## config.mk

```make
export PLATFORM = sky130hd
export DESIGN_NAME = eivm_top
export DESIGN_NICKNAME = d
export VERILOG_FILES = /design/src/hdl/eivm_pkg.sv /design/src/hdl/eivm_sync.sv /design/src/hdl/eivm_edge.sv /design/src/hdl/eivm_top.sv
export SDC_FILE = /design/constraint.sdc
export NUM_CORES = 1
export LEC_CHECK = 0
export BUFFER_PORTS_ARGS = -buffer_cell sky130_fd_sc_hd__buf_2
export CAP_MARGIN = 20
export CORE_MARGIN = 8
export CORE_UTILIZATION = 25
export DETAILED_ROUTE_END_ITERATION = 8
export GPL_TIMING_DRIVEN = 0
export HOLD_SLACK_MARGIN = 0.02
export PLACE_DENSITY_LB_ADDON = 0.3
export REMOVE_ABC_BUFFERS = 1
export SLEW_MARGIN = 10
export SYNTH_ARGS = -nofsm -noshare
export SYNTH_HDL_FRONTEND = slang
export SYNTH_SLANG_ARGS = --single-unit
```

## constraint.sdc

```tcl
create_clock -name clock -period 2.8 [get_ports clock]
set_clock_uncertainty 0.2 [all_clocks]
set_input_delay 0 -clock clock [delete_from_list [all_inputs] [get_ports clock]]
set_output_delay 0 -clock clock [all_outputs]
set_load 0.1 [all_outputs]
```

## src/hdl/eivm_pkg.sv

```systemverilog
// shared constants and types of the external request and vector block
package eivm_pkg;
   // widths of the pin groups and vector numbers
   localparam int PC_W     = 6;
   localparam int VEC_W    = 4;
   localparam int PERIPH_N = 12;
   localparam int CNT_W    = 16;
   localparam int WB_ADR_W = 4;
   localparam int WB_DAT_W = 32;

   // program vector words
   localparam logic [VEC_W-1:0] VEC_RESET  = 4'h0;
   localparam logic [VEC_W-1:0] VEC_EXT    = 4'h1;
   localparam logic [VEC_W-1:0] VEC_PC     = 4'h2;
   localparam logic [VEC_W-1:0] VEC_PERIPH = 4'h3;
   localparam logic [VEC_W-1:0] VEC_LAST   = 4'he;

   // sense codes of the external request pin
   localparam logic [1:0] SENSE_LOW  = 2'h0;
   localparam logic [1:0] SENSE_ANY  = 2'h1;
   localparam logic [1:0] SENSE_FALL = 2'h2;
   localparam logic [1:0] SENSE_RISE = 2'h3;

   // sleep mode codes
   localparam logic [1:0] SLP_IDLE  = 2'h0;
   localparam logic [1:0] SLP_ADC   = 2'h1;
   localparam logic [1:0] SLP_PDOWN = 2'h2;

   // register byte addresses
   localparam logic [WB_ADR_W-1:0] REG_CTRL = 4'h0;
   localparam logic [WB_ADR_W-1:0] REG_MASK = 4'h4;
   localparam logic [WB_ADR_W-1:0] REG_FLAG = 4'h8;
   localparam logic [WB_ADR_W-1:0] REG_STAT = 4'hc;

   // flag register bit positions
   localparam int FLAG_EXT_BIT = 0;
   localparam int FLAG_PC_BIT  = 1;

   // mcu control register layout, bit 0 upward: sense, ext_en, pc_en, sleep_mode
   typedef struct packed {
      logic [1:0] sleep_mode;
      logic       pc_en;
      logic       ext_en;
      logic [1:0] ext_request_sense;
   } eivm_ctrl_t;
   localparam int         CTRL_W   = $bits(eivm_ctrl_t);
   localparam eivm_ctrl_t CTRL_RST = '0;
   localparam logic [PC_W-1:0] MASK_RST = '0;

   // status register layout
   typedef struct packed {
      logic [PC_W-1:0]  pc_pins;
      logic             ext_pin;
      logic             pending;
      logic [VEC_W-1:0] vector;
   } eivm_stat_t;

   // request toward the core
   typedef struct packed {
      logic             req;
      logic [VEC_W-1:0] vector;
   } eivm_core_req_t;

   // start-up fuse straps
   typedef struct packed {
      logic [1:0] startup_time_fuse;
      logic [3:0] clock_select_fuse;
   } eivm_fuse_t;

   // power state of the core
   typedef enum logic [1:0] {PS_RUN, PS_SLEEP, PS_STARTUP} eivm_pwr_t;
endpackage

```

## src/hdl/eivm_sync.sv

```systemverilog
// two-flop synchroniser for a group of pins
`timescale 1ns/1ps
`default_nettype none
module eivm_sync #(
   parameter int W = 1
) (
   input  wire logic         clock,
   input  wire logic         srst,
   input  wire logic         ce,
   input  wire logic [W-1:0] din,
   output logic      [W-1:0] dout
);
   import eivm_pkg::*;

   // both stages of the synchroniser
   typedef struct packed {
      logic [W-1:0] s1;
      logic [W-1:0] s2;
   } eivm_sync_st_t;

   eivm_sync_st_t st_reg;
   eivm_sync_st_t st_next;

   if (W < 1) begin : g_chk
      $error("eivm_sync width must be at least one");
   end

   // first stage feeds only the second
   always_comb begin
      st_next    = st_reg;
      st_next.s1 = din;
      st_next.s2 = st_reg.s1;
   end

   // register both stages
   always_ff @(posedge clock) begin
      if (srst) begin
         st_reg <= '0;
      end else if (ce) begin
         st_reg <= st_next;
      end
   end

   assign dout = st_reg.s2;
endmodule
`default_nettype wire

```

## src/hdl/eivm_edge.sv

```systemverilog
// edge and change detector for the external request pin
`timescale 1ns/1ps
`default_nettype none
module eivm_edge (
   input  wire logic       clock,
   input  wire logic       srst,
   input  wire logic       ce,
   input  wire logic       level,
   input  wire logic       sample_en,
   input  wire logic [1:0] sense,
   output logic            trig
);
   import eivm_pkg::*;

   // previous level and the registered trigger
   typedef struct packed {
      logic prev;
      logic trig;
   } eivm_edge_st_t;

   eivm_edge_st_t st_reg;
   eivm_edge_st_t st_next;

   // compare against the last sample; only while the io clock runs
   always_comb begin
      st_next      = st_reg;
      st_next.prev = level;
      st_next.trig = 1'b0;
      if (sample_en) begin
         case (sense)
            SENSE_ANY:  st_next.trig = level ^ st_reg.prev;
            SENSE_FALL: st_next.trig = st_reg.prev & ~level;
            SENSE_RISE: st_next.trig = ~st_reg.prev & level;
            default:    st_next.trig = 1'b0;
         endcase
      end
   end

   // register the detector; reset takes the idle high level
   always_ff @(posedge clock) begin
      if (srst) begin
         st_reg <= '{prev: 1'b1, trig: 1'b0};
      end else if (ce) begin
         st_reg <= st_next;
      end
   end

   assign trig = st_reg.trig;
endmodule
`default_nettype wire

```

## src/hdl/eivm_top.sv

```systemverilog
// external request detection, vector selection and sleep wake-up
// How it works
// - reset makes the core fetch word zero
// - fixed one-word vectors one to fourteen
// - nothing enabled means no vector branch
// - pins trigger even when driven as outputs
// - masked pin toggle raises pin-change request
// - pin-change detection works with io clock stopped
// - sense bits choose falling, rising or low
// - low level requests continuously while held
// - edges need the io clock running
// - low level detected with io clock stopped
// - io clock stopped in all but idle
// - level must outlast start-up or no interrupt
// - vanished level resumes after the sleep
// - start-up length comes from fuse straps
// - sense codes: low, change, fall, rise
// - pulses over one clock are caught
// - flag set by edge, cleared by entry
// - mask bits need the global pin-change enable
`timescale 1ns/1ps
`default_nettype none
module eivm_top #(
   parameter int STARTUP_BASE = 1024
) (
   input  wire logic                          clock,
   input  wire logic                          srst,
   input  wire logic                          ce,
   input  wire logic                          wb_cyc_i,
   input  wire logic                          wb_stb_i,
   input  wire logic                          wb_we_i,
   input  wire logic [eivm_pkg::WB_ADR_W-1:0] wb_adr_i,
   input  wire logic [3:0]                    wb_sel_i,
   input  wire logic [eivm_pkg::WB_DAT_W-1:0] wb_dat_i,
   output logic      [eivm_pkg::WB_DAT_W-1:0] wb_dat_o,
   output logic                               wb_ack_o,
   input  wire logic                          ext_request_pin,
   input  wire logic [eivm_pkg::PC_W-1:0]     pin_change_inputs,
   input  wire logic [eivm_pkg::PERIPH_N-1:0] periph_req,
   input  wire eivm_pkg::eivm_fuse_t          fuse,
   input  wire logic                          global_irq_en,
   input  wire logic                          sleep_cmd,
   input  wire logic                          core_ack,
   output eivm_pkg::eivm_core_req_t           core_req,
   output logic                               reset_fetch,
   output logic                               io_clk_run,
   output logic                               cpu_halt,
   output logic                               wake_resume
);
   import eivm_pkg::*;

   localparam int NVEC = 16;

   // whole state of the block
   typedef struct packed {
      eivm_ctrl_t          mcu_control_reg;
      logic [PC_W-1:0]     pin_change_mask;
      logic                ext_request_flag;
      logic                pc_flag;
      logic [PC_W-1:0]     pc_prev;
      eivm_pwr_t           pwr;
      logic [1:0]          slp_mode;
      logic [CNT_W-1:0]    cnt;
      eivm_core_req_t      creq;
      logic                rst_fetch;
      logic                io_run;
      logic                halt;
      logic                resume;
      logic                ack;
      logic [WB_DAT_W-1:0] rdata;
   } eivm_state_t;

   eivm_state_t st_reg;
   eivm_state_t st_next;

   // synchronised pins and the edge trigger
   logic            ext_lvl;
   logic [PC_W-1:0] pc_lvl;
   logic            ext_trig;

   // decoded request terms
   logic [NVEC-1:0] pend;
   logic [PC_W-1:0] pc_hit;
   logic            level_mode;
   logic            any_pend;
   logic            take_irq;
   logic            async_wake;
   logic            wake;
   logic            wb_acc;
   logic            wr_lo;
   eivm_stat_t      stat;
   logic [VEC_W-1:0] best_vec;

   // parameters the counter cannot hold are refused
   if (STARTUP_BASE < 1 || STARTUP_BASE > 8190) begin : g_chk
      $error("STARTUP_BASE out of range for the start-up counter");
   end

   // lowest numbered pending vector, zero when none
   function automatic logic [VEC_W-1:0] lowest_vec(input logic [NVEC-1:0] p);
      logic [VEC_W-1:0] v;
      v = VEC_RESET;
      for (int i = NVEC - 1; i > 0; i--) begin
         if (p[i]) begin
            v = VEC_W'(i);
         end
      end
      return v;
   endfunction

   // start-up length in clock cycles minus one
   function automatic logic [CNT_W-1:0] startup_cycles(input eivm_fuse_t f);
      logic [31:0] c;
      c = (32'(STARTUP_BASE) << f.startup_time_fuse) + 32'(f.clock_select_fuse);
      return CNT_W'(c - 32'h1);
   endfunction

   eivm_sync #(
      .W (1)
   ) u_sync_ext (
      .clock (clock),
      .srst  (srst),
      .ce    (ce),
      .din   (ext_request_pin),
      .dout  (ext_lvl)
   );

   // pin-change inputs take the same two stages
   eivm_sync #(
      .W (PC_W)
   ) u_sync_pc (
      .clock (clock),
      .srst  (srst),
      .ce    (ce),
      .din   (pin_change_inputs),
      .dout  (pc_lvl)
   );

   eivm_edge u_edge (
      .clock     (clock),
      .srst      (srst),
      .ce        (ce),
      .level     (ext_lvl),
      .sample_en (st_reg.io_run),
      .sense     (st_reg.mcu_control_reg.ext_request_sense),
      .trig      (ext_trig)
   );

   // request decode, priority and wake terms
   always_comb begin
      level_mode = (st_reg.mcu_control_reg.ext_request_sense == SENSE_LOW);
      pc_hit = (pc_lvl ^ st_reg.pc_prev) & st_reg.pin_change_mask;
      pend = '0;
      if (st_reg.mcu_control_reg.ext_en) begin
         pend[VEC_EXT] = level_mode ? ~ext_lvl : st_reg.ext_request_flag;
      end
      pend[VEC_PC] = st_reg.mcu_control_reg.pc_en & st_reg.pc_flag;
      for (int i = 0; i < PERIPH_N; i++) begin
         pend[int'(VEC_PERIPH) + i] = periph_req[i];
      end
      best_vec = lowest_vec(pend);
      any_pend = |pend;
      // no request without an enabled source
      take_irq = global_irq_en & any_pend;
      async_wake = (st_reg.mcu_control_reg.ext_en & level_mode & ~ext_lvl)
                 | (st_reg.mcu_control_reg.pc_en & ((|pc_hit) | st_reg.pc_flag))
                 | (|periph_req);
      // idle keeps the io clock, so any pending source wakes
      wake = (st_reg.slp_mode == SLP_IDLE) ? (any_pend | async_wake) : async_wake;
      // bus access; a low-byte write lands at the edge that sees ack high
      wb_acc = wb_cyc_i & wb_stb_i & ~st_reg.ack;
      wr_lo  = wb_cyc_i & wb_stb_i & st_reg.ack & wb_we_i & wb_sel_i[0];
      // status word
      stat.pc_pins = pc_lvl;
      stat.ext_pin = ext_lvl;
      stat.pending = any_pend;
      stat.vector  = best_vec;
   end

   // next-state logic
   always_comb begin
      st_next        = st_reg;
      st_next.ack    = wb_acc;
      st_next.resume = 1'b0;

      st_next.pc_prev = pc_lvl;

      // flag cleared on entry or write one
      if (core_ack && st_reg.creq.req && st_reg.creq.vector == VEC_EXT) begin
         st_next.ext_request_flag = 1'b0;
      end
      if (wr_lo && wb_adr_i == REG_FLAG && wb_dat_i[FLAG_EXT_BIT]) begin
         st_next.ext_request_flag = 1'b0;
      end
      // any seen edge sets, set wins
      if (ext_trig) begin
         st_next.ext_request_flag = 1'b1;
      end
      if (level_mode) begin
         st_next.ext_request_flag = 1'b0;
      end

      // pin-change flag: entry or write one clears
      if (core_ack && st_reg.creq.req && st_reg.creq.vector == VEC_PC) begin
         st_next.pc_flag = 1'b0;
      end
      if (wr_lo && wb_adr_i == REG_FLAG && wb_dat_i[FLAG_PC_BIT]) begin
         st_next.pc_flag = 1'b0;
      end
      // a masked toggle sets, set wins
      if (|pc_hit) begin
         st_next.pc_flag = 1'b1;
      end

      // control and mask writes, low byte only
      if (wr_lo && wb_adr_i == REG_CTRL) begin
         st_next.mcu_control_reg = wb_dat_i[CTRL_W-1:0];
      end
      if (wr_lo && wb_adr_i == REG_MASK) begin
         st_next.pin_change_mask = wb_dat_i[PC_W-1:0];
      end

      // read data, unmapped reads zero
      st_next.rdata = '0;
      if (wb_acc && !wb_we_i) begin
         case (wb_adr_i)
            REG_CTRL: st_next.rdata = WB_DAT_W'(st_reg.mcu_control_reg);
            REG_MASK: st_next.rdata = WB_DAT_W'(st_reg.pin_change_mask);
            REG_FLAG: begin
               st_next.rdata[FLAG_EXT_BIT] = st_reg.ext_request_flag;
               st_next.rdata[FLAG_PC_BIT]  = st_reg.pc_flag;
            end
            REG_STAT: st_next.rdata = WB_DAT_W'(stat);
            default:  st_next.rdata = '0;
         endcase
      end

      if (st_reg.rst_fetch && core_ack) begin
         st_next.rst_fetch = 1'b0;
      end

      // power state machine
      case (st_reg.pwr)
         PS_RUN: begin
            st_next.halt   = 1'b0;
            st_next.io_run = 1'b1;
            if (sleep_cmd && !st_reg.rst_fetch) begin
               st_next.pwr      = PS_SLEEP;
               st_next.slp_mode = st_reg.mcu_control_reg.sleep_mode;
               st_next.halt     = 1'b1;
               st_next.io_run   = (st_reg.mcu_control_reg.sleep_mode == SLP_IDLE);
            end
         end
         PS_SLEEP: begin
            if (wake) begin
               if (st_reg.slp_mode == SLP_PDOWN) begin
                  st_next.pwr = PS_STARTUP;
                  st_next.cnt = startup_cycles(fuse);
               end else begin
                  st_next.pwr    = PS_RUN;
                  st_next.halt   = 1'b0;
                  st_next.io_run = 1'b1;
                  // a pin change seen this edge sets its flag now, so it counts as taken
                  st_next.resume = ~(take_irq | (global_irq_en & st_reg.mcu_control_reg.pc_en & (|pc_hit)));
               end
            end
         end
         PS_STARTUP: begin
            if (st_reg.cnt == '0) begin
               st_next.pwr    = PS_RUN;
               st_next.halt   = 1'b0;
               st_next.io_run = 1'b1;
               st_next.resume = ~take_irq;
            end else begin
               st_next.cnt = st_reg.cnt - CNT_W'(1);
            end
         end
         default: begin
            st_next.pwr    = PS_RUN;
            st_next.halt   = 1'b0;
            st_next.io_run = 1'b1;
         end
      endcase

      // request toward the core
      if (st_next.rst_fetch) begin
         st_next.creq.req    = 1'b1;
         st_next.creq.vector = VEC_RESET;
      end else if (st_reg.pwr == PS_RUN && st_next.pwr == PS_RUN) begin
         st_next.creq.req    = take_irq;
         st_next.creq.vector = take_irq ? best_vec : VEC_RESET;
      end else begin
         st_next.creq.req    = 1'b0;
         st_next.creq.vector = VEC_RESET;
      end
      // a taken request, the reset fetch too, drops for one cycle so it is not taken twice
      if (core_ack && st_reg.creq.req) begin
         st_next.creq.req = 1'b0;
      end
   end

   // register the whole state
   always_ff @(posedge clock) begin
      if (srst) begin
         st_reg                  <= '0;
         st_reg.mcu_control_reg  <= CTRL_RST;
         st_reg.pin_change_mask  <= MASK_RST;
         st_reg.pwr              <= PS_RUN;
         st_reg.creq.req         <= 1'b1;
         st_reg.creq.vector      <= VEC_RESET;
         st_reg.rst_fetch        <= 1'b1;
         st_reg.io_run           <= 1'b1;
      end else if (ce) begin
         st_reg <= st_next;
      end
   end

   // outputs straight from the state
   assign wb_dat_o    = st_reg.rdata;
   assign wb_ack_o    = st_reg.ack;
   assign core_req    = st_reg.creq;
   assign reset_fetch = st_reg.rst_fetch;
   assign io_clk_run  = st_reg.io_run;
   assign cpu_halt    = st_reg.halt;
   assign wake_resume = st_reg.resume;
endmodule
`default_nettype wire

```

======== Word level (Yosys, flattened, before mapping) ========
Cells that the tools add are included.
operators by class
  mux-type cells .......................... 49
  reduce and logical (&&, ||, !) cells .... 34
  div/mod/pow operators ................... 0
  multiply operators ...................... 0
  bitwise logic cells ..................... 27
  add/sub/neg operators ................... 3
  shift operators ......................... 1
  magnitude comparators ................... 0
  eq/ne operators ......................... 16
operator list
  cell                   count
  $mux 4                 16
  $mux 16                3
  $pmux 16 s2            1
  $sub 16x1->16 const B  2
  $pmux 10 s3            1
  $add 16x4->16          1
  $logic_not 16->1       1
  $shl 11x2->16 const A  1
  $and 1x1->1            14
  $reduce_or 14->1       1
  $mux 1                 13
  $logic_and 1x1->1      12
  $mux 12                1
  $pmux 2 s3             2
  $reduce_or 12->1       1
  $logic_not 2->1        5
  $mux 5                 2
  $ne 2x2->1 const B     5
  $mux 3                 3
  $eq 2x2->1 const B     4
  $eq 4x4->1 const B     2
  $mux 2                 4
  $pmux 2 s4             1
  $reduce_and 2->1       4
  other kinds (20)       30
storage, ports and cells
  ROM bits ................................ 0
  memories kept ........................... 0
  latch bits .............................. 0
  word-level logic and storage cells ...... 155
  register bits ........................... 98
  output and inout bits ................... 42
  RAM bits ................................ 0

======== Longest topological paths before layout ========
Gate-level depths: netlist of run 1.
  depth in word-level cells ............... 18
  depth in mapped cells ................... 10
  depth with buffers taken out ............ 9

======== Modules after synthesis ========
From an unflattened synthesis of run 1, not the netlist that was laid out.
unflattened totals
  cells, all modules ...................... 572
  area total of the unflattened synthesis .. 4798.4 um2
modules (own cells, without submodules)
  module                  cells an instance  times used  area an instance (um2)
  eivm_top                512                1           4170.2
  eivm_sync (u_sync_pc)   38                 1           420.4
  eivm_edge               16                 1           140.1
  eivm_sync (u_sync_ext)  6                  1           67.6

======== Worst setup path after synthesis of run 1 ========
Ideal clock, no wire load.
  kind .................................... flip-flop to flip-flop
  start point ............................. register st_reg[42] (netlist name)
  end point ............................... register st_reg[43] (netlist name)
  slack ................................... 314 ps
  required time ........................... 2514 ps
  arrival ................................. 2200 ps
  clock period less this slack ............ 2486 ps
  path buffers ............................ 2
  cell stages (with the launch flop) ...... 11
  cell sequence ........................... dfxtp_1 inv_1 ha_1 nor4b_1 and3_1 clkbuf_1 nand3_1 nand3_1 buf_2 a2111oi_0 a211oi_1
on the way
  word-level cells in the longest chain between the ends .. 3
ends and longest elaborated chain
  what                                               RTL line                          source
  start, declared                                    eivm_top.sv:73                    eivm_state_t st_reg;
  start signal, assigned                             eivm_top.sv:314                   st_reg <= st_next;
  $sub 16x1->16 or $logic_not 16->1 (tied branches)  eivm_top.sv:275, eivm_top.sv:269
  $mux 16 or $ne 2x2->1 (tied branches)              n/a
  $pmux 16 s2 or $reduce_and 5->1 (tied branches)    n/a
Parallel ways exist; a longest one is shown, timed or not. The select of a mux whose other input is x is not followed.
A chain may end at the register's enable or synchronous reset.

======== Worst setup path after layout of run 1 ========
  start point ............................. register st_reg, in the netlist wb_ack_o
  end point ............................... register st_reg[68] (netlist name)
on the way
  word-level cells in the longest chain between the ends .. 7
ends and longest elaborated chain
  what                                                   RTL line         source
  $and 1x1->1 * (3 in series)                            eivm_top.sv:172  wr_lo = wb_cyc_i & wb_stb_i & st_reg.ack & wb_we_i & wb_sel_i[0];
  $logic_and 1x1->1 * (2 in series)                      eivm_top.sv:207  if (wr_lo && wb_adr_i == REG_FLAG && wb_dat_i[FLAG_PC_BIT]) begin
  $reduce_bool 3->1 (no line) or $mux 1 (tied branches)  n/a
  $reduce_and 2->1 (no line) or $mux 1 (tied branches)   n/a
Every way passes the cells marked *; elsewhere a longest branch is shown, timed or not.

==> flow_metrics.env, run 1 <==
export IMPL_grt_antenna_before_repair=1
export IMPL_synthFlopType="dfxtp_1"
export IMPL_netlist_instances=572
export IMPL_buffer_ports_inserted=66
export IMPL_routed_wl_um=13560
export IMPL_drtIter0Drc=266
export IMPL_synth_cell_types=68
export IMPL_timing_slew_headroom_pct=33.19
export IMPL_layout_cells_non_filler=882
export IMPL_final_max_slew_violation_count=0
export IMPL_worst_hold_slack_ns=0.05200
export IMPL_combinationalPowerShare_pct=20.9
export IMPL_max_reg_flops=40
export IMPL_power_share_sequential_pct=39.3
export IMPL_cts_root_buffer="clkbuf_16"
export IMPL_status="finished, final reports clean"
export IMPL_timing_worst_setup_path_type="reg -> reg"
export IMPL_clkSlewWorstSetupHoldPaths_ns=0.06
export IMPL_crit_slowest_cell="nor4b_1"
export IMPL_detail_routed_net_length_per_standard_cell_um=15.37
export IMPL_num_io_pins=116
export IMPL_synthArstFlopShare_pct=0
export IMPL_dp_hpwl_um=9120
export IMPL_yosysMostFrequentCell="dfxtp_1"
export IMPL_yosysSeqAreaShare_pct=33.24
export IMPL_met3_length_um=944
export IMPL_core_area_um2=18580
export IMPL_floorplan_initialDensity_pct=25.29
export IMPL_mean_post_synth_cell_area_um2=8.214
export IMPL_core_rowCount=50
export IMPL_die_width_um=153.1
export IMPL_drt_antenna_net_count=0
export IMPL_worstHoldStart="wb_sel_i[0]"
export IMPL_cts_sinks=78
export IMPL_power_switching_fraction_pct=31.74
export IMPL_netlist_area_um2=4698
export IMPL_n_fill_cell=1998
export IMPL_cts_root_to_sink_buffers=2
export IMPL_critical_path_arrival_ns=2.61
export IMPL_worst_path_dominant_cell_family="simple AND/OR/NAND/NOR gates"
export IMPL_gpl_final_weighted_congestion=0.7648
export IMPL_timing_worst_slew_pin_value_ns=0.9939
export IMPL_timing_critical_path_from="wb_ack_o"
export IMPL_wire_length_of_the_first_global_routing_pass_um=22200
export IMPL_critical_path_startpoint_type="register"
export IMPL_final_period_utilization_pct=93.46
export IMPL_longest_individual_stage_delay_on_the_worst_path_ns=0.66
export IMPL_drt_drc_violations_left=0
export IMPL_detail_route_vias_per_cell=4.805
export IMPL_final_setup_tns_ns=0
export IMPL_met2RoutedLength_um=6185
export IMPL_synth_top_cells_by_count="dfxtp_1, nor2_1, nand2_1"
export IMPL_worstPathBufferInverterCount=1
export IMPL_gr_usage_all_layers_pct=11.59
export IMPL_share_of_cells_above_drive_strength_1_pct=16.23
export IMPL_power_density_nw_per_um2=515.2
export IMPL_net_switching_power_w=0.0009421
export IMPL_drv_cap=0
export IMPL_dieHeight_um=153.1
export IMPL_count_of_endpoints_failing_hold_in_the_final_timing_report=0
export IMPL_cts_made_buffers=9
export IMPL_cts_htree_levels=3
export IMPL_fmax_mhz=382.1
export IMPL_synth_enable_flop_cells=0
export IMPL_period_minus_slack_ns=2.617
export IMPL_hold_path_class="in -> reg"
export IMPL_yosys_warnings=0
export IMPL_cell_types_occupying_the_most_area_after_synthesis="dfxtp_1, mux2i_1, buf_4, nor2_1, ha_1"
export IMPL_internal_power_w=0.002026
export IMPL_netlist_top_cell_by_area="dfxtp_1"
export IMPL_design_die_area_um2=23440
export IMPL_wirelength_met1_um=6316
export IMPL_rsz0062_at_grt="no"
export IMPL_total_leakage_power_nw=2.347
export IMPL_routed_via_count=4238
export IMPL_p_clk_share_pct=39.8
export IMPL_worst_r2r_startpoint="wb_ack_o"
export IMPL_ir_worst_vdd_mv=0.4485
export IMPL_route_top_layer_used="met4"
export IMPL_clock_tree_from_tritoncts="built"
export IMPL_synth_seq_cells=78
export IMPL_drt_pass1_iterations=4
export IMPL_worst_endpoint_required_ns=2.80
export IMPL_synthToLayoutAreaGrowth_pct=22.61
export IMPL_critical_path_cell_chain="nand3_1, nor4b_1, a32o_1, nand2_1, a22oi_1, dlygate4sd3_1, nor2_1"
export IMPL_insertion_delay_ns=0.34
export IMPL_worstPathMaxFanout=6
export IMPL_dp_cells=827
export IMPL_grt_pass1_vias=4291
export IMPL_yosysTopAreaCellShare_pct=33.24
export IMPL_grt_max_degree=74
export IMPL_design_final_nets=737
export IMPL_report_final_setup_viol=0
export IMPL_grt_residual_overflow=0
export IMPL_end_kind="register"
==> kinds of logic after synthesis <==
family,Yosys count,share of synthesized area (%)
AOI/OAI and AO/OA,137,20.37
xor gates and xnor gates,11,2.051
adders and majority gates,21,5.752
buffers and inverters,90,10.36
DFF,78,33.24
muxes,38,8.123
other,1,0.07982
and+or+nand+nor,196,20.03
==> per-layer routing <==
layer	GRT usage (%)	vias to the layer above
met3	3.721	8
li1	-	2137
met1	14.70	1958
met2	18.78	135
met5	0	-
met4	2.592	0
==> worst reg2reg max path, cell delays in order (launching register included) <==
cell	delay, ns
dfxtp_1	0.41
nand3_1	0.16
nor4b_1	0.66
a32o_1	0.21
nand2_1	0.06
a22oi_1	0.16
dlygate4sd3_1	0.58
nor2_1	0.04
==> through the flow <==
step / worst slack [ns] / utilization (%) / power (W) / instance area (um^2)
6_report: 0.1831 / 31.00 / 0.002968 / 5761
5_1_grt: 0.002740 / 31.00 / 0.003112 / 5761
4_1_cts: 0.05190 / 30.69 / 0.002995 / 5702
3_5_place_dp: -0.8438 / 26.94 / 0.001742 / 5006
3_3_place_gp: -0.9245 / 26.93 / 0.001742 / 5004
2_1_floorplan: 0.3369 / - / 0.001583 / 4380
==> worst paths after layout <==
kind                  to  slack (ns)  cells after the start
max           st_reg[68]        0.18                      7
min           st_reg[78]        0.05                      5
max reg2reg   st_reg[68]        0.18                      7
min reg2reg  wb_dat_o[1]        0.26                      2
==> area by class of cell <==
cell class	count	area (um^2)	area share, %
repair buffers	104	730.7	12.68
clock inverters	7	72.57	1.260
multi-input cells	423	2776	48.20
flip-flops and latches	78	1562	27.11
clock buffers	9	225.2	3.910
well taps	234	292.8	5.083
inverters	26	98.84	1.716
diodes	1	2.502	0.04344
==> cells in the final DEF, fill, tap and decap left out, drive strengths merged, types with 6 or more instances in the layout <==
cell         instances
dfxtp               78
nor2                70
buf                 68
nand2               46
mux2i               37
a21oi               36
dlygate4sd3         36
inv                 26
conb                20
ha                  20
nor3                18
o21ai               18
o31ai               14
nand3               13
a22oi               11
clkbuf               9
nand2b               8
xor2                 8
a31oi                8
a22o                 7
nor4                 7
a211oi               7
o211ai               6
==> power groups by stage <==
stage / Combinational, W / Sequential, W / Clock [W]
after floorplan: 0.000361 / 0.00122 / 0
after global placement: 0.000552 / 0.00119 / 0
after detailed placement: 0.000552 / 0.00119 / 0
after CTS: 0.000607 / 0.00117 / 0.00122
after global routing: 0.000677 / 0.00117 / 0.00126
final: 0.000620 / 0.00117 / 0.00118
==> timing repair <==
item                       CTS  global route
setup buffers                0             1
pin swaps                    0             1
setup endpoints to repair   44            20
hold endpoints to repair    39             0
hold buffers                36             0
gates resized for setup      8             4
Power figures use the tool's default switching activity.
==> run 2: changes to the inputs <==
--- a/config.mk
+++ b/config.mk
@@ -5,10 +5,12 @@
 export SDC_FILE = /design/constraint.sdc
 export NUM_CORES = 1
 export LEC_CHECK = 0
+export ABC_AREA = 1
 export BUFFER_PORTS_ARGS = -buffer_cell sky130_fd_sc_hd__buf_2
 export CAP_MARGIN = 20
 export CORE_MARGIN = 8
 export CORE_UTILIZATION = 25
+export CTS_CLUSTER_DIAMETER = 40
 export DETAILED_ROUTE_END_ITERATION = 8
 export GPL_TIMING_DRIVEN = 0
 export HOLD_SLACK_MARGIN = 0.02
==> run 2 against run 1 <==
Synthesized area is 1.9% higher. Synthesized cell count up 24%. Critical endpoint is now st_reg[78]. Power increased by 6.0%. Maximum frequency about the same. Flip-flop and latch count is the same. Critical path type is now in -> reg. Cell area barely moved. Wire length fell by 5.7%.
==> flow_metrics.env, run 2 <==
export IMPL_grt_pass1_vias=4376
export IMPL_ff2ff_path_depth=7
export IMPL_grt_antenna_before_repair=0
export IMPL_grt_residual_overflow=0
export IMPL_die_width_um=154.4
export IMPL_post_route_worst_setup_slack_ns=0.1852
export IMPL_routed_wl_um=12780
export IMPL_dp_hpwl_um=9275
export IMPL_synth_cell_types=46
export IMPL_routed_via_count=4455
export IMPL_cts_root_buffer="clkbuf_16"
export IMPL_period_minus_slack_ns=2.615
export IMPL_worstPathMaxFanout=8
export IMPL_gr_usage_all_layers_pct=10.83
export IMPL_netlist_instances=710
export IMPL_detail_route_vias_per_cell=4.381
export IMPL_rsz0062_at_grt="no"
export IMPL_cell_types_occupying_the_most_area_after_synthesis="dfxtp_1, nand2_1, nor2_1, a21oi_1, o21ai_0"
export IMPL_drt_drc_violations_left=0
export IMPL_dp_cells=971
export IMPL_yosysTopAreaCellShare_pct=32.60
export IMPL_layout_cells_non_filler=1017
export IMPL_min_to="st_reg[76]"
export IMPL_drtIter0Drc=200
export IMPL_num_antenna_cells=0
export IMPL_power_density_nw_per_um2=545.9
export IMPL_post_place_ws_ns=0.2922
export IMPL_synth_enable_flop_cells=0
export IMPL_cts_sinks=78
export IMPL_timing_worst_slew_pin_value_ns=0.8594
export IMPL_synthArstFlopShare_pct=0
export IMPL_count_of_endpoints_failing_hold_in_the_final_timing_report=0
export IMPL_synth_seq_cells=78
export IMPL_dieHeight_um=154.4
export IMPL_yosys_warnings=0
export IMPL_timing_slew_headroom_pct=42.23
export IMPL_clock_tree_from_tritoncts="built"
export IMPL_num_io_pins=116
export IMPL_post_route_cell_area_um2=5762
export IMPL_design_final_nets=874
export IMPL_worst_endpoint_required_ns=2.83
export IMPL_clkSlewWorstSetupHoldPaths_ns=0.06
export IMPL_netlist_top_cell_by_area="dfxtp_1"
export IMPL_yosysMostFrequentCell="nand2_1"
export IMPL_yosysSeqAreaShare_pct=32.60
export IMPL_buffer_ports_inserted=66
export IMPL_ir_worst_vdd_mv=0.2509
export IMPL_end_kind="register"
export IMPL_detail_routed_net_length_per_standard_cell_um=12.57
export IMPL_core_area_um2=18770
export IMPL_cts_htree_levels=3
export IMPL_gpl_final_weighted_congestion=0.8040
export IMPL_synth_top_cells_by_count="nand2_1, nor2_1, dfxtp_1"
export IMPL_critical_path_startpoint_type="input pin"
export IMPL_share_of_cells_above_drive_strength_1_pct=15.84
export IMPL_fmax_mhz=382.4
export IMPL_mostFrequentLayoutCell="nand2_1"
export IMPL_netlist_area_um2=4790
export IMPL_cts_root_to_sink_buffers=2
export IMPL_design_die_area_um2=23840
export IMPL_synthFlopType="dfxtp_1"
export IMPL_final_max_slew_violation_count=0
export IMPL_worst_r2r_startpoint="st_reg[60]"
export IMPL_cts_made_buffers=9
export IMPL_final_period_utilization_pct=93.39
export IMPL_ctsResizeCount=0
export IMPL_worstHoldPathCells=6
export IMPL_hold_path_class="in -> reg"
export IMPL_drt_antenna_net_count=0
export IMPL_mean_post_synth_cell_area_um2=6.746
export IMPL_critical_path_arrival_ns=2.64
export IMPL_wire_length_of_the_first_global_routing_pass_um=21240
export IMPL_core_rowCount=50
export IMPL_worstHoldStart="wb_cyc_i"
export IMPL_placement_cell_area_um2=5131
export IMPL_insertion_delay_ns=0.34
export IMPL_totalPowerFinal_w=0.003146
export IMPL_total_leakage_power_nw=2.537
export IMPL_timing_rr_end="st_reg[45]"
export IMPL_floorplan_initialDensity_pct=25.52
export IMPL_max_reg_flops=40
export IMPL_grt_max_degree=45
export IMPL_report_final_setup_viol=0
export IMPL_synthToLayoutAreaGrowth_pct=20.30
export IMPL_timing_worst_setup_path_type="in -> reg"
export IMPL_status="finished, final reports clean"
export IMPL_drv_cap=0
export IMPL_most_frequent_cells_in_the_layout="nand2_1, nor2_1, dfxtp_1, inv_1, a21oi_1"
export IMPL_drt_pass1_iterations=4
export IMPL_n_fill_cell=2074
export IMPL_ff2ff_setup_slack_ns=0.32
## run 2: cell types whose count changed after synthesis, moves of 27 or more
cell and change:
o21ai_0 +43, inv_1 +45, nand2_1 +96, nor2_1 +27, mux2i_1 -37, a21oi_1 +32
## run 2: timing repair
item	CTS	global route
endpoints found under the hold margin	45	0
buffers inserted	0	0
hold buffers	31	0
## run 2: metrics by stage
| step | setup TNS [ns] | util [%] | hold WS, ns |
|---|---|---|---|
| detailed placement | 0 | 27.34 | 0.02867 |
| global route | 0 | 30.70 | 0.1063 |
| finish | 0 | 30.70 | 0.03849 |
| global placement | -0.05555 | 27.20 | 0.02383 |
| floorplan | 0 | - | -0.1309 |
| CTS | 0 | 30.70 | 0.02168 |
## run 2: worst max path at each step
| stage | from | cells after the start | to |
|---|---|---|---|
| floorplan | wb_ack_o | 7 | st_reg[77] |
| global placement | ce | 6 | wb_dat_o[3] |
| detailed placement | st_reg[60] | 7 | st_reg[45] |
| CTS | wb_adr_i[1] | 11 | st_reg[78] |
| global route | st_reg[61] | 6 | st_reg[45] |
| finish | wb_adr_i[1] | 11 | st_reg[78] |
## run 2: cells by family (layout without fill, tap and decap cells)
family	Yosys count	after routing	synth area share, %
xor+xnor	7	7	1.280
other cells	1	20	0.07829
fa+ha+maj	21	21	5.643
flops	78	78	32.60
buf+inv	140	194	14.32
compound gates	148	148	16.67
simple gates	315	315	29.41
## run 2: worst max-delay path, cell delays in order
cell           delay (ns)
dlygate4sd3_1        0.53
buf_2                0.12
nor2_1               0.08
dlygate4sd3_1        0.55
inv_1                0.10
nor3_1               0.32
inv_1                0.19
nor2_1               0.28
inv_1                0.21
o21ai_0              0.20
a21oi_1              0.05
## run 2: metal layers
| layer | global-route usage (%) | wire [um] | vias up |
|---|---|---|---|
| li1 | - | - | 2373 |
| met1 | 14.00 | 6418 | 2001 |
| met2 | 17.48 | 5698 | 67 |
| met3 | 2.145 | 446 | 14 |
| met4 | 4.106 | 217 | 0 |
| met5 | 0 | 0 | - |
## run 2: power by group
part / total (W) / internal [W] / switching, W
sequential: 0.00119 / 0.00115 / 0.0000377
clock: 0.00129 / 0.000802 / 0.000484
combinational: 0.000670 / 0.000203 / 0.000467
## run 2: area by class of cell
cell class	count	area [um^2]	area share (%)
Multi-Input combinational cell	511	2620	45.47
Sequential cell	78	1562	27.10
Timing Repair Buffer	98	660.6	11.47
Inverter	81	306.5	5.320
Tap cell	234	292.8	5.081
Clock buffer	10	239.0	4.148
Clock inverter	5	81.33	1.412
==> run 3: changes to the inputs <==
--- a/config.mk
+++ b/config.mk
@@ -15,6 +15,7 @@
 export GPL_TIMING_DRIVEN = 0
 export HOLD_SLACK_MARGIN = 0.02
 export PLACE_DENSITY_LB_ADDON = 0.3
+export RECOVER_POWER = 100
 export REMOVE_ABC_BUFFERS = 1
 export SLEW_MARGIN = 10
 export SYNTH_ARGS = -nofsm -noshare
==> run 3 against run 2 <==
Register-to-register slack barely moved. Via count about the same. Worst hold slack got worse by 0.0049 ns. Largest cell class unchanged. Clock power hardly changed. Largest power group unchanged. Sequential power hardly changed. Global-route usage is the same. Critical path depth unchanged. Core utilization shrank 0.36 points.
==> flow_metrics.env, run 3 (synthesized netlist as in run 2, its figures left out) <==
export IMPL_status="finished, final reports clean"
export IMPL_buffer_ports_inserted=66
export IMPL_mostFrequentLayoutCell="nand2_1"
export IMPL_totalPowerFinal_w=0.003134
export IMPL_routed_via_count=4456
export IMPL_wire_length_of_the_first_global_routing_pass_um=21240
export IMPL_grt_max_degree=45
export IMPL_longest_individual_stage_delay_on_the_worst_path_ns=0.55
export IMPL_layout_cells_non_filler=1017
export IMPL_cts_root_buffer="clkbuf_16"
export IMPL_ir_worst_vdd_mv=0.2518
export IMPL_design_final_nets=874
export IMPL_grt_residual_overflow=0
export IMPL_cts_hold_repair_buffers=31
export IMPL_detail_routed_net_length_per_standard_cell_um=12.59
export IMPL_worst_path_dominant_cell_family="buffers and inverters"
export IMPL_total_leakage_power_nw=2.441
export IMPL_cts_sinks=78
export IMPL_grt_pass1_vias=4376
export IMPL_crit_slowest_cell="dlygate4sd3_1"
export IMPL_rsz0062_at_grt="no"
export IMPL_max_reg_flops=40
export IMPL_seq_area_um2=1562
export IMPL_count_of_endpoints_failing_hold_in_the_final_timing_report=0
export IMPL_core_area_um2=18770
export IMPL_cts_root_to_sink_buffers=2
export IMPL_worstPathMaxFanout=8
export IMPL_clkSlewWorstSetupHoldPaths_ns=0.06
export IMPL_ctsResizeCount=0
export IMPL_core_rowCount=50
export IMPL_drt_drc_violations_left=0
export IMPL_report_final_setup_viol=0
export IMPL_timing_worst_setup_path_type="in -> reg"
export IMPL_post_route_cell_area_um2=5694
export IMPL_drtIter0Drc=175
export IMPL_final_period_utilization_pct=93.39
export IMPL_die_width_um=154.4
export IMPL_design_die_area_um2=23840
export IMPL_drv_cap=0
export IMPL_num_antenna_cells=0
export IMPL_cts_made_buffers=9
export IMPL_gpl_final_weighted_congestion=0.8040
export IMPL_fmax_mhz=382.4
export IMPL_synthToLayoutAreaGrowth_pct=18.89
export IMPL_insertion_delay_ns=0.34
export IMPL_timing_slew_headroom_pct=14.02
export IMPL_share_of_cells_above_drive_strength_1_pct=12.01
export IMPL_routed_wl_um=12800
export IMPL_grt_antenna_before_repair=0
export IMPL_critical_path_cell_chain="dlygate4sd3_1, buf_2, nor2_1, dlygate4sd3_1, inv_1, nor3_1, inv_1, nor2_1, inv_1, o21ai_0, a21oi_1"
export IMPL_dp_hpwl_um=9275
export IMPL_power_density_nw_per_um2=550.4
export IMPL_critical_path_top_cell_by_count="inv_1"
export IMPL_num_io_pins=116
export IMPL_end_kind="register"
export IMPL_drt_pass1_iterations=4
export IMPL_clock_tree_from_tritoncts="built"
export IMPL_post_cts_repair_setup_buffers=0
export IMPL_drt_antenna_net_count=0
export IMPL_worst_endpoint_required_ns=2.83
export IMPL_placement_cell_area_um2=5131
export IMPL_gr_usage_all_layers_pct=10.83
export IMPL_final_max_slew_violation_count=0
export IMPL_dieHeight_um=154.4
export IMPL_critical_path_startpoint_type="input pin"
export IMPL_multi_input_comb_area_um2=2597
export IMPL_timing_worst_slew_pin_value_ns=1.288
export IMPL_period_minus_slack_ns=2.615
export IMPL_most_frequent_cells_in_the_layout="nand2_1, nor2_1, dfxtp_1, inv_1, a21oi_1"
export IMPL_dp_cells=971
export IMPL_n_fill_cell=2093
export IMPL_detail_route_vias_per_cell=4.382
export IMPL_hold_path_class="in -> reg"
export IMPL_critical_path_arrival_ns=2.64
export IMPL_floorplan_initialDensity_pct=25.52
export IMPL_worstPathBufferInverterCount=6
export IMPL_cts_htree_levels=3
## run 3: cell types whose count changed in the layout (fill, tap and decap cells not counted), sizes merged
cell | before | now
buf | 67 | 44
clkbuf | 10 | 33
clkinv | 2 | 3
inv | 81 | 80
## run 3: worst paths after layout
kind | start | endpoint | slack (ns) | cells past startpoint
hold / removal | ce | st_reg[64] | 0.03 | 3
setup / recovery | wb_adr_i[1] | st_reg[78] | 0.19 | 11
hold reg to reg | wb_dat_o[3] | wb_dat_o[3] | 0.26 | 2
setup reg to reg | st_reg[42] | st_reg[46] | 0.32 | 15
## run 3: power breakdown
part / switching, W / leakage, nW / internal (W) / total [W]
combinational: 0.000463 / 1.65 / 0.000197 / 0.000660
clock: 0.000482 / 0.155 / 0.000802 / 0.00128
sequential: 0.0000376 / 0.635 / 0.00115 / 0.00119
total: 0.000983 / 2.44 / 0.00215 / 0.00313
## run 3: worst reg2reg max path, stage by stage (launching register included)
cell and delay [ns]:
dfxtp_1 0.30, inv_1 0.12, ha_1 0.22, nand3_2 0.11
inv_2 0.07, nand2_2 0.07, nor2_4 0.11, nand2_2 0.06
inv_2 0.09, nand3_4 0.07, nand4_1 0.11, clkinv_1 0.09
nand2_2 0.25, inv_2 0.22, o21ai_0 0.20, a21oi_1 0.06
## run 3: per-stage QoR
stage,setup slack (ns),hold slack [ns],utilization [%],setup TNS [ns]
floorplan,0.5867,-0.1309,-,0
global placement,-0.02180,0.02383,27.20,-0.05555
detailed placement,0.2922,0.02867,27.34,0
CTS,0.2212,0.02168,30.70,0
global route,0.02787,0.09409,30.34,0
finish,0.1852,0.03364,30.34,0
## run 3: area by class of cell
class                      instances  share of cell area [%]
multi-input combinational        511                   45.62
clock inverter                     5                   1.428
sequential                        78                   27.42
inverter                          81                   5.339
tap                              234                   5.142
clock buffer                      10                   4.197
timing repair buffer              98                   10.85
## run 3: metal layers
layer | track usage, % | vias up | part of all wire [%]
met5 | 0 | - | 0
met4 | 4.106 | 0 | 1.6
met3 | 2.145 | 12 | 4.2
met2 | 17.48 | 84 | 45
met1 | 14.00 | 1989 | 50
li1 | - | 2371 | -
